===== src/ceie_params.svh =====
// Offsets, bit positions and reset values of the clock event interrupt block
`ifndef CEIE_PARAMS_SVH
`define CEIE_PARAMS_SVH

// ----------------------------------------
// Register byte offsets
// ----------------------------------------
`define CEIE_OFF_FAST_STARTED 12'h100
`define CEIE_OFF_SLOW_STARTED 12'h104
`define CEIE_OFF_CAL_DONE 12'h10C
`define CEIE_OFF_CAL_TIMEOUT 12'h110
`define CEIE_OFF_IRQ_EN_SET 12'h304
`define CEIE_OFF_IRQ_STATUS 12'h320
`define CEIE_OFF_IRQ_CLEAR 12'h324

// ----------------------------------------
// Event bit positions, shared by enable, status and clear
// ----------------------------------------
`define CEIE_BIT_FAST 0
`define CEIE_BIT_SLOW 1
`define CEIE_BIT_DONE 2
`define CEIE_BIT_TMO 3
`define CEIE_NUM_EVT 4

// ----------------------------------------
// Reset values
// ----------------------------------------
`define CEIE_FLAG_RST 4'h0
`define CEIE_EN_RST 4'h0
`define CEIE_RDATA_RST 32'h0000_0000

`endif


===== src/ceie_pkg.sv =====
// Types shared by the clock event interrupt block
`default_nettype none
package ceie_pkg;

  // ----------------------------------------
  // Bus and event types
  // ----------------------------------------
  typedef logic [11:0] ceie_addr_t;
  typedef logic [31:0] ceie_word_t;
  typedef logic [3:0] ceie_evt_t;

  // Decoded register select, one value per mapped word
  typedef enum logic [2:0] {
    CEIE_SEL_NONE = 3'h0,
    CEIE_SEL_FAST = 3'h1,
    CEIE_SEL_SLOW = 3'h3,
    CEIE_SEL_DONE = 3'h2,
    CEIE_SEL_TMO = 3'h6,
    CEIE_SEL_EN_SET = 3'h7,
    CEIE_SEL_STATUS = 3'h5,
    CEIE_SEL_CLEAR = 3'h4
  } ceie_sel_t;

endpackage
`default_nettype wire


===== src/ceie_clock_event_irq.sv =====
// Event flags, interrupt enables and interrupt output of the clock controller
//
// Function
// - Calibration finish sets the calibration-complete flag
// - Enable-set bit 0 enables fast-osc interrupt
// - Enable-set bit 1 enables slow-clock interrupt
// - Enable-set bit 2 enables calibration-done interrupt
// - Enable-set bit 3 enables timer-timeout interrupt
`timescale 1ns/1ns
`default_nettype none
`include "ceie_params.svh"

module ceie_clock_event_irq (
  input wire logic clk_in,
  input wire logic nrst_in,
  input wire ceie_pkg::ceie_addr_t reg_addr_in,
  input wire ceie_pkg::ceie_word_t reg_wdata_in,
  input wire logic reg_wr_in,
  input wire logic reg_rd_in,
  output ceie_pkg::ceie_word_t reg_rdata_out,
  input wire logic fast_osc_started_in,
  input wire logic slow_clock_started_in,
  input wire logic calibration_done_in,
  input wire logic cal_timer_expired_in,
  output logic irq_out
);
  import ceie_pkg::*;

  // ----------------------------------------
  // Address decode
  // ----------------------------------------

  // Maps a byte address to a register select; low two bits must be zero
  function automatic ceie_sel_t decode_addr(input ceie_addr_t addr);
    ceie_sel_t sel;
    sel = CEIE_SEL_NONE;
    case (addr)
      `CEIE_OFF_FAST_STARTED: sel = CEIE_SEL_FAST;
      `CEIE_OFF_SLOW_STARTED: sel = CEIE_SEL_SLOW;
      `CEIE_OFF_CAL_DONE: sel = CEIE_SEL_DONE;
      `CEIE_OFF_CAL_TIMEOUT: sel = CEIE_SEL_TMO;
      `CEIE_OFF_IRQ_EN_SET: sel = CEIE_SEL_EN_SET;
      `CEIE_OFF_IRQ_STATUS: sel = CEIE_SEL_STATUS;
      `CEIE_OFF_IRQ_CLEAR: sel = CEIE_SEL_CLEAR;
      default: sel = CEIE_SEL_NONE;
    endcase
    return sel;
  endfunction

  // Select of the event word that holds a given flag bit
  function automatic ceie_sel_t flag_sel(input int idx);
    ceie_sel_t sel;
    sel = CEIE_SEL_NONE;
    case (idx)
      `CEIE_BIT_FAST: sel = CEIE_SEL_FAST;
      `CEIE_BIT_SLOW: sel = CEIE_SEL_SLOW;
      `CEIE_BIT_DONE: sel = CEIE_SEL_DONE;
      `CEIE_BIT_TMO: sel = CEIE_SEL_TMO;
      default: sel = CEIE_SEL_NONE;
    endcase
    return sel;
  endfunction

  ceie_sel_t wr_sel;
  ceie_sel_t rd_sel;
  ceie_evt_t evt_in;
  ceie_evt_t flag_r;
  ceie_evt_t flag_nxt;
  ceie_evt_t en_r;
  ceie_evt_t en_nxt;
  ceie_word_t rdata_r;
  ceie_word_t rdata_nxt;
  logic evt_clear_done;
  logic irq_cause;

  // Decode only while the matching strobe is high
  assign wr_sel = reg_wr_in ? decode_addr(reg_addr_in) : CEIE_SEL_NONE;
  assign rd_sel = reg_rd_in ? decode_addr(reg_addr_in) : CEIE_SEL_NONE;

  // Event pulses come from logic on this clock, so no synchroniser
  assign evt_in[`CEIE_BIT_FAST] = fast_osc_started_in;
  assign evt_in[`CEIE_BIT_SLOW] = slow_clock_started_in;
  assign evt_in[`CEIE_BIT_DONE] = calibration_done_in;
  assign evt_in[`CEIE_BIT_TMO] = cal_timer_expired_in;

  // Helpers for the assertions: a write that would clear the calibration
  // flag, and anything that may legally raise the interrupt
  assign evt_clear_done = (wr_sel == CEIE_SEL_DONE && !reg_wdata_in[0])
    || (wr_sel == CEIE_SEL_CLEAR && reg_wdata_in[`CEIE_BIT_DONE]);
  assign irq_cause = reg_wr_in || (|evt_in);

  // ----------------------------------------
  // Event flags
  // ----------------------------------------

  // Hardware set beats any software write in the same cycle, so an
  // event that lands on a clear is never lost
  always_comb begin
    flag_nxt = flag_r;
    for (int i = 0; i < `CEIE_NUM_EVT; i++) begin
      if (evt_in[i]) begin
        flag_nxt[i] = 1'b1;
      end else if (wr_sel == flag_sel(i)) begin
        flag_nxt[i] = reg_wdata_in[0];
      end else if (wr_sel == CEIE_SEL_CLEAR && reg_wdata_in[i]) begin
        flag_nxt[i] = 1'b0;
      end
    end
  end

  // Flags hold until cleared by software
  always_ff @(posedge clk_in or negedge nrst_in) begin
    if (!nrst_in) begin
      flag_r <= `CEIE_FLAG_RST;
    end else begin
      flag_r <= flag_nxt;
    end
  end

  // ----------------------------------------
  // Interrupt enables
  // ----------------------------------------

  // Set-only register: ones enable, zeros leave the bit as it was.
  // No disable path exists here, so enables fall only at reset.
  always_comb begin
    en_nxt = en_r;
    if (wr_sel == CEIE_SEL_EN_SET) begin
      en_nxt[`CEIE_BIT_FAST] = en_r[`CEIE_BIT_FAST] | reg_wdata_in[`CEIE_BIT_FAST];
      en_nxt[`CEIE_BIT_SLOW] = en_r[`CEIE_BIT_SLOW] | reg_wdata_in[`CEIE_BIT_SLOW];
      en_nxt[`CEIE_BIT_DONE] = en_r[`CEIE_BIT_DONE] | reg_wdata_in[`CEIE_BIT_DONE];
      en_nxt[`CEIE_BIT_TMO] = en_r[`CEIE_BIT_TMO] | reg_wdata_in[`CEIE_BIT_TMO];
    end
  end

  // Enable state
  always_ff @(posedge clk_in or negedge nrst_in) begin
    if (!nrst_in) begin
      en_r <= `CEIE_EN_RST;
    end else begin
      en_r <= en_nxt;
    end
  end

  // ----------------------------------------
  // Read path
  // ----------------------------------------

  // Unmapped and write-only words read as zero
  always_comb begin
    rdata_nxt = `CEIE_RDATA_RST;
    case (rd_sel)
      CEIE_SEL_FAST: rdata_nxt[0] = flag_r[`CEIE_BIT_FAST];
      CEIE_SEL_SLOW: rdata_nxt[0] = flag_r[`CEIE_BIT_SLOW];
      CEIE_SEL_DONE: rdata_nxt[0] = flag_r[`CEIE_BIT_DONE];
      CEIE_SEL_TMO: rdata_nxt[0] = flag_r[`CEIE_BIT_TMO];
      CEIE_SEL_EN_SET: rdata_nxt[3:0] = en_r;
      CEIE_SEL_STATUS: rdata_nxt[3:0] = flag_r;
      default: rdata_nxt = `CEIE_RDATA_RST;
    endcase
  end

  // Data stand for one cycle after the strobe, zero otherwise
  always_ff @(posedge clk_in or negedge nrst_in) begin
    if (!nrst_in) begin
      rdata_r <= `CEIE_RDATA_RST;
    end else begin
      rdata_r <= rdata_nxt;
    end
  end

  assign reg_rdata_out = rdata_r;

  // ----------------------------------------
  // Interrupt output
  // ----------------------------------------

  // Level, combinational from flops so it drops the cycle a flag clears
  assign irq_out = |(flag_r & en_r);
endmodule
`default_nettype wire


===== config.mk =====
export PLATFORM = sky130hd
export DESIGN_NAME = ceie_clock_event_irq
export DESIGN_NICKNAME = d
export VERILOG_FILES = /design/src/ceie_pkg.sv /design/src/ceie_clock_event_irq.sv
export VERILOG_INCLUDE_DIRS = /design/src
export SDC_FILE = /design/constraint.sdc
export NUM_CORES = 1
export LEC_CHECK = 0
export BUFFER_PORTS_ARGS = -buffer_cell sky130_fd_sc_hd__buf_4
export CORE_MARGIN = 2
export CORE_UTILIZATION = 35
export DETAILED_ROUTE_END_ITERATION = 6
export HOLD_SLACK_MARGIN = 0.03
export MAX_ROUTING_LAYER = met4
export PLACE_DENSITY = 0.75
export SYNTH_ARGS = -nofsm -noshare
export SYNTH_HDL_FRONTEND = slang
export SYNTH_SLANG_ARGS = --single-unit

===== constraint.sdc =====
create_clock -name clk_in -period 1.2 [get_ports clk_in]
set_clock_uncertainty 0.1 [all_clocks]
set_input_delay 0.12 -clock clk_in [delete_from_list [all_inputs] [get_ports clk_in]]
set_output_delay 0.12 -clock clk_in [all_outputs]
set_load 0.05 [all_outputs]

* Word-level counts from Yosys, hierarchy flattened
Cells that the tools add are included.
** Operators by class
- Equality and inequality tests :: 19
- Mux-type cells :: 21
- Bitwise gates (word level) :: 5
- Reduce and logical (&&, ||, !) cells :: 10
** Operators by type and width (count)
- == test 12 x 9 -> 1 bit, second input constant :: 4
- == test 12 x 10 -> 1 bit, second input constant :: 3
- case mux 3 bit (7 select lines) :: 1
- 2-to-1 mux 3 bit :: 6
- == test 3 bit, second input constant :: 5
- == test 3 bit :: 4
- 2-to-1 mux 1 bit :: 12
- nonzero test 3 bit :: 4
- == test 3 x 2 -> 1 bit, second input constant :: 2
- case mux 3 bit (2 select lines) :: 1
- case mux 1 bit (5 select lines) :: 1
- AND 4 bit :: 1
- logical AND 1 bit :: 4
- bitwise OR 1 bit :: 4
- OR reduction 4 bit :: 1
- == test 3 x 1 -> 1 bit, second input constant :: 1
- OR reduction 2 bit :: 1
** Storage, ports and cells
- Flip-flop bits (word level) :: 12
- Bits of input ports :: 52
- Output and inout port bits :: 33
- Word-level logic and storage cells :: 61

* Depth between registers and ports, before layout
- Word-level depth :: 8
- Mapped depth :: 6
- Mapped depth without buffers :: 5

* Least setup slack after synthesis
Ideal clock, no wire load.
- Path type :: input port to flip-flop
- Start point :: input port reg_addr_in[6]
- End point :: register flag_r[3]
- Library setup time :: 0.131 ns
- Arrival :: 1.332 ns
- Required time :: 0.969 ns
- Path slack :: -0.363 ns
- Stages on the path :: 6
- Path buffers :: 1
- Path through :: nor4b_4 > and2_1 > and3_1 > buf_6 > a31oi_1 > or3_1
** Between the ends
- Longest elaborated chain between the ends :: 6
- Elaborated cells between the ends (all ways) :: 15
- Classes of those cells :: eq/ne (9); mux (4); reduce/logical (2)
** Ends and longest elaborated chain
- start, declared :: RTL line ceie_clock_event_irq.sv:16 : input wire ceie_pkg::ceie_addr_t reg_addr_in,
- == test 12 x 10 -> 1 bit / == test 12 x 9 -> 1 bit (equally long branches) :: RTL line ceie_clock_event_irq.sv:37 : case (addr)
- case mux 3 bit (7 select lines) * :: RTL line ceie_clock_event_irq.sv:37
- 2-to-1 mux 3 bit * :: RTL line ceie_clock_event_irq.sv:77 : assign wr_sel = reg_wr_in ? decode_addr(reg_addr_in) : CEIE_SEL_NONE;
- == test 3 bit, on equally long branches :: RTL line ceie_clock_event_irq.sv:103, ceie_clock_event_irq.sv:105
- 2-to-1 mux 1 bit / logical AND 1 bit (equally long branches) :: RTL line ceie_clock_event_irq.sv:103, ceie_clock_event_irq.sv:105
- 2-to-1 mux 1 bit / nonzero test 3 bit (equally long branches)
- end signal, assigned :: RTL line ceie_clock_event_irq.sv:114 : flag_r <= `CEIE_FLAG_RST;
- end signal, assigned :: RTL line ceie_clock_event_irq.sv:116 : flag_r <= flag_nxt;
- end, declared :: RTL line ceie_clock_event_irq.sv:67 : ceie_evt_t flag_r;
Every way passes the cells marked *; elsewhere a longest branch is shown, timed or not.
A chain may end at the register's enable or synchronous reset.

* Final worst setup path
- Start point :: input port reg_addr_in[2]
- End point :: register flag_r[3]
The elaborated chain is that of the path after synthesis.

==> results.yml <==
final_layout:
  multi_input_area_um2: 667
  syn_to_final_growth_pct: 60.8
  fin_util: 0.602
  fill_cells: 239
  antennaDiodeCount: 0
  layout-drive-gt1-share: 0.438
  fin_nets: 245
  regArea_um2: 300
clocking:
  cts_buffers: 3
  cts_buffer_depth: 2
  clk_latency_ps: 270
  cts.sinks: 12
  clk_root_buffer_cell: "clkbuf_4"
  htree_levels: 1
  cts_tree: "done"
  clkTransAtPathRegs_ps: 70
floorplanning:
  die_y_um: 58.5
  placement_rows: 19
  start_util: 0.374
  fp.coreArea_mm2: 0.00278
  dieArea_mm2: 0.00343
  die_w_um: 58.5
  io_pins: 85
synth:
  synth_edf_count: 0
  synth_warnings: 0
  postSynthCellCount: 118
  dominantRegCellSynth: "dfrtp_1"
  ys_seq_area_frac: 0.288
  yosysUniqueCellTypes: 41
  synth_area_mm2: 0.00104
  synth-seq-cells: 12
  syn_area_per_cell_um2: 8.82
  async_flop_share: 1.00
timing:
  finalSetupViolations: 13
  fmax_mhz: 692
  drv_slew: 0
  finalHoldWorstSlack_ps: 64.8
  worst_slack_ps: -244
  timing.final.crit_share: 1.20
  rsz0062_at_grt: "yes"
  finalCriticalPeriod_ps: 1440
  hold_violations: 0
run:
  max_cap_viol_count: 0
placement:
  routabilityCongestion: 0.880
  dp_hpwl_um: 2180
  portBuffers: 28
route:
  first_pass_iters: 4
  viasPerCell: 5.00
  drtIter0Drc: 18
  drc: 0
  wire_per_inst_um: 14.0
  vias: 1115
  drt_wl_total_um: 3120
  ant_nets: 0
power_and_ir_drop:
  p_total_mw: 1.16
  leakagePower_nw: 0.854
  vdd_drop_max_mv: 0.598
  powerDensity_mw_per_mm2: 691
worst_setup_path:
  critPathArrivalTime_ps: 1490
  cp_data_required_time_ps: 1250
  critPathLaunchType: "primary input"
  endpoint_kind: "flip-flop"
  worst-r2r-cell-count: 4
  crit_type: "in2reg"
  cp_max_fo: 7
run_status:
  status: "finished with violations"
  violations: "setup timing"
grt:
  gr-usage-all-layers: 0.180
  grt_pass1_vias: 1036
  grt_overflow_total: 0
  grt_pass1_wl_um: 4570
  antenna_found_initial: 0
  grt_max_degree: 13
worst_hold_path:
  hold_class: "in2reg"
  hold_depth: 3
==> critical path: stages <==
cell	delay, ps
buf_12	110
or4b_4	540
o21ai_4	90
and2b_4	190
a31oi_1	90
or3_1	350
==> flip-flops by register name, summed over array words and instances (netlist names) <==
| register | count |
|---|---|
| en_r | 4 |
| flag_r | 4 |
| reg_rdata_out | 4 |
==> power breakdown <==
group | internal [mW] | leakage [nW] | total [mW] | switching [mW]
Clock | 0.184 | 0.0210 | 0.310 | 0.126
Sequential | 0.404 | 0.147 | 0.404 | 0.0000648
Combinational | 0.151 | 0.686 | 0.443 | 0.293
Total | 0.739 | 0.854 | 1.16 | 0.418
==> path summary, 6_finish.rpt <==
check                               start          endpoint  slack, ps
hold / removal                  reg_rd_in  reg_rdata_out[2]         60
min in group asynchronous         nrst_in           en_r[3]        130
hold reg to reg                   en_r[0]           en_r[0]        400
setup reg to reg                flag_r[2]  reg_rdata_out[0]       -170
max in group asynchronous         nrst_in  reg_rdata_out[1]        710
setup / recovery           reg_addr_in[2]         flag_r[3]       -240
==> final cells by class <==
class | instances | area share
Multi-Input combinational cell | 96 | 0.398
Timing Repair Buffer | 72 | 0.359
Sequential cell | 12 | 0.179
Tap cell | 31 | 0.0232
Clock buffer | 4 | 0.0217
Inverter | 8 | 0.0179
==> logic make-up after synthesis <==
| kind of cell | count (synthesis) | share of synthesized area |
|---|---|---|
| AOI/OAI and AO/OA | 30 | 0.221 |
| and+or+nand+nor | 37 | 0.236 |
| other | 1 | 0.00360 |
| muxes | 1 | 0.00962 |
| buffers and inverters | 37 | 0.242 |
| DFF | 12 | 0.288 |
==> layer usage <==
metal / global-route usage / share of wire / up-vias
li1: - / - / 524
met1: 0.197 / 0.39 / 545
met2: 0.340 / 0.55 / 42
met3: 0.0198 / 0.047 / 4
met4: 0.0498 / 0.0087 / 0
met5: - / 0 / -
==> repair_timing <==
item,in CTS,in global routing
hold endpoints to repair,20,0
resized for setup,19,7
hold buffers,9,0
pin swaps,16,3
buffers inserted,7,5
endpoints found under the setup margin,13,13
==> cell usage in the layout (no fill, tap or decap), types with 3 or more instances in the layout <==
cell type      instances
dfrtp_1               12
dlygate4sd3_1          9
a32oi_1                3
conb_1                28
a31oi_1                3
buf_6                  7
a21o_1                 4
inv_1                  8
o21ai_0                3
clkbuf_4               3
buf_4                 55
nand2_1                5
nor2_1                 5
==> cell usage after synthesis, types with 2 or more instances <==
master / n / area share
and3b_1: 2 / 0.017
nand2_1: 5 / 0.018
a22oi_1: 2 / 0.014
buf_4: 28 / 0.20
nand4_1: 2 / 0.012
nor2_1: 6 / 0.022
nor3_1: 3 / 0.014
a31oi_1: 3 / 0.018
and2_1: 2 / 0.012
inv_1: 8 / 0.029
nor4b_1: 2 / 0.017
o21ai_0: 5 / 0.024
nand2b_1: 2 / 0.012
a32oi_1: 4 / 0.034
dfrtp_1: 12 / 0.29
and3_1: 3 / 0.018
a311o_1: 2 / 0.019
a21o_1: 4 / 0.029
==> stage by stage <==
step | setup TNS, ps | worst slack, ps | cells | area [µm²]
after detailed placement | -5850 | -587 | 198 | 1350
after global placement | -5220 | -530 | 198 | 1350
after CTS | -1430 | -213 | 218 | 1610
final | -1930 | -244 | 223 | 1670
after floorplan | -2490 | -360 | 145 | 1150
after global routing | -2540 | -284 | 223 | 1670
(Power assumes the default switching activity.)
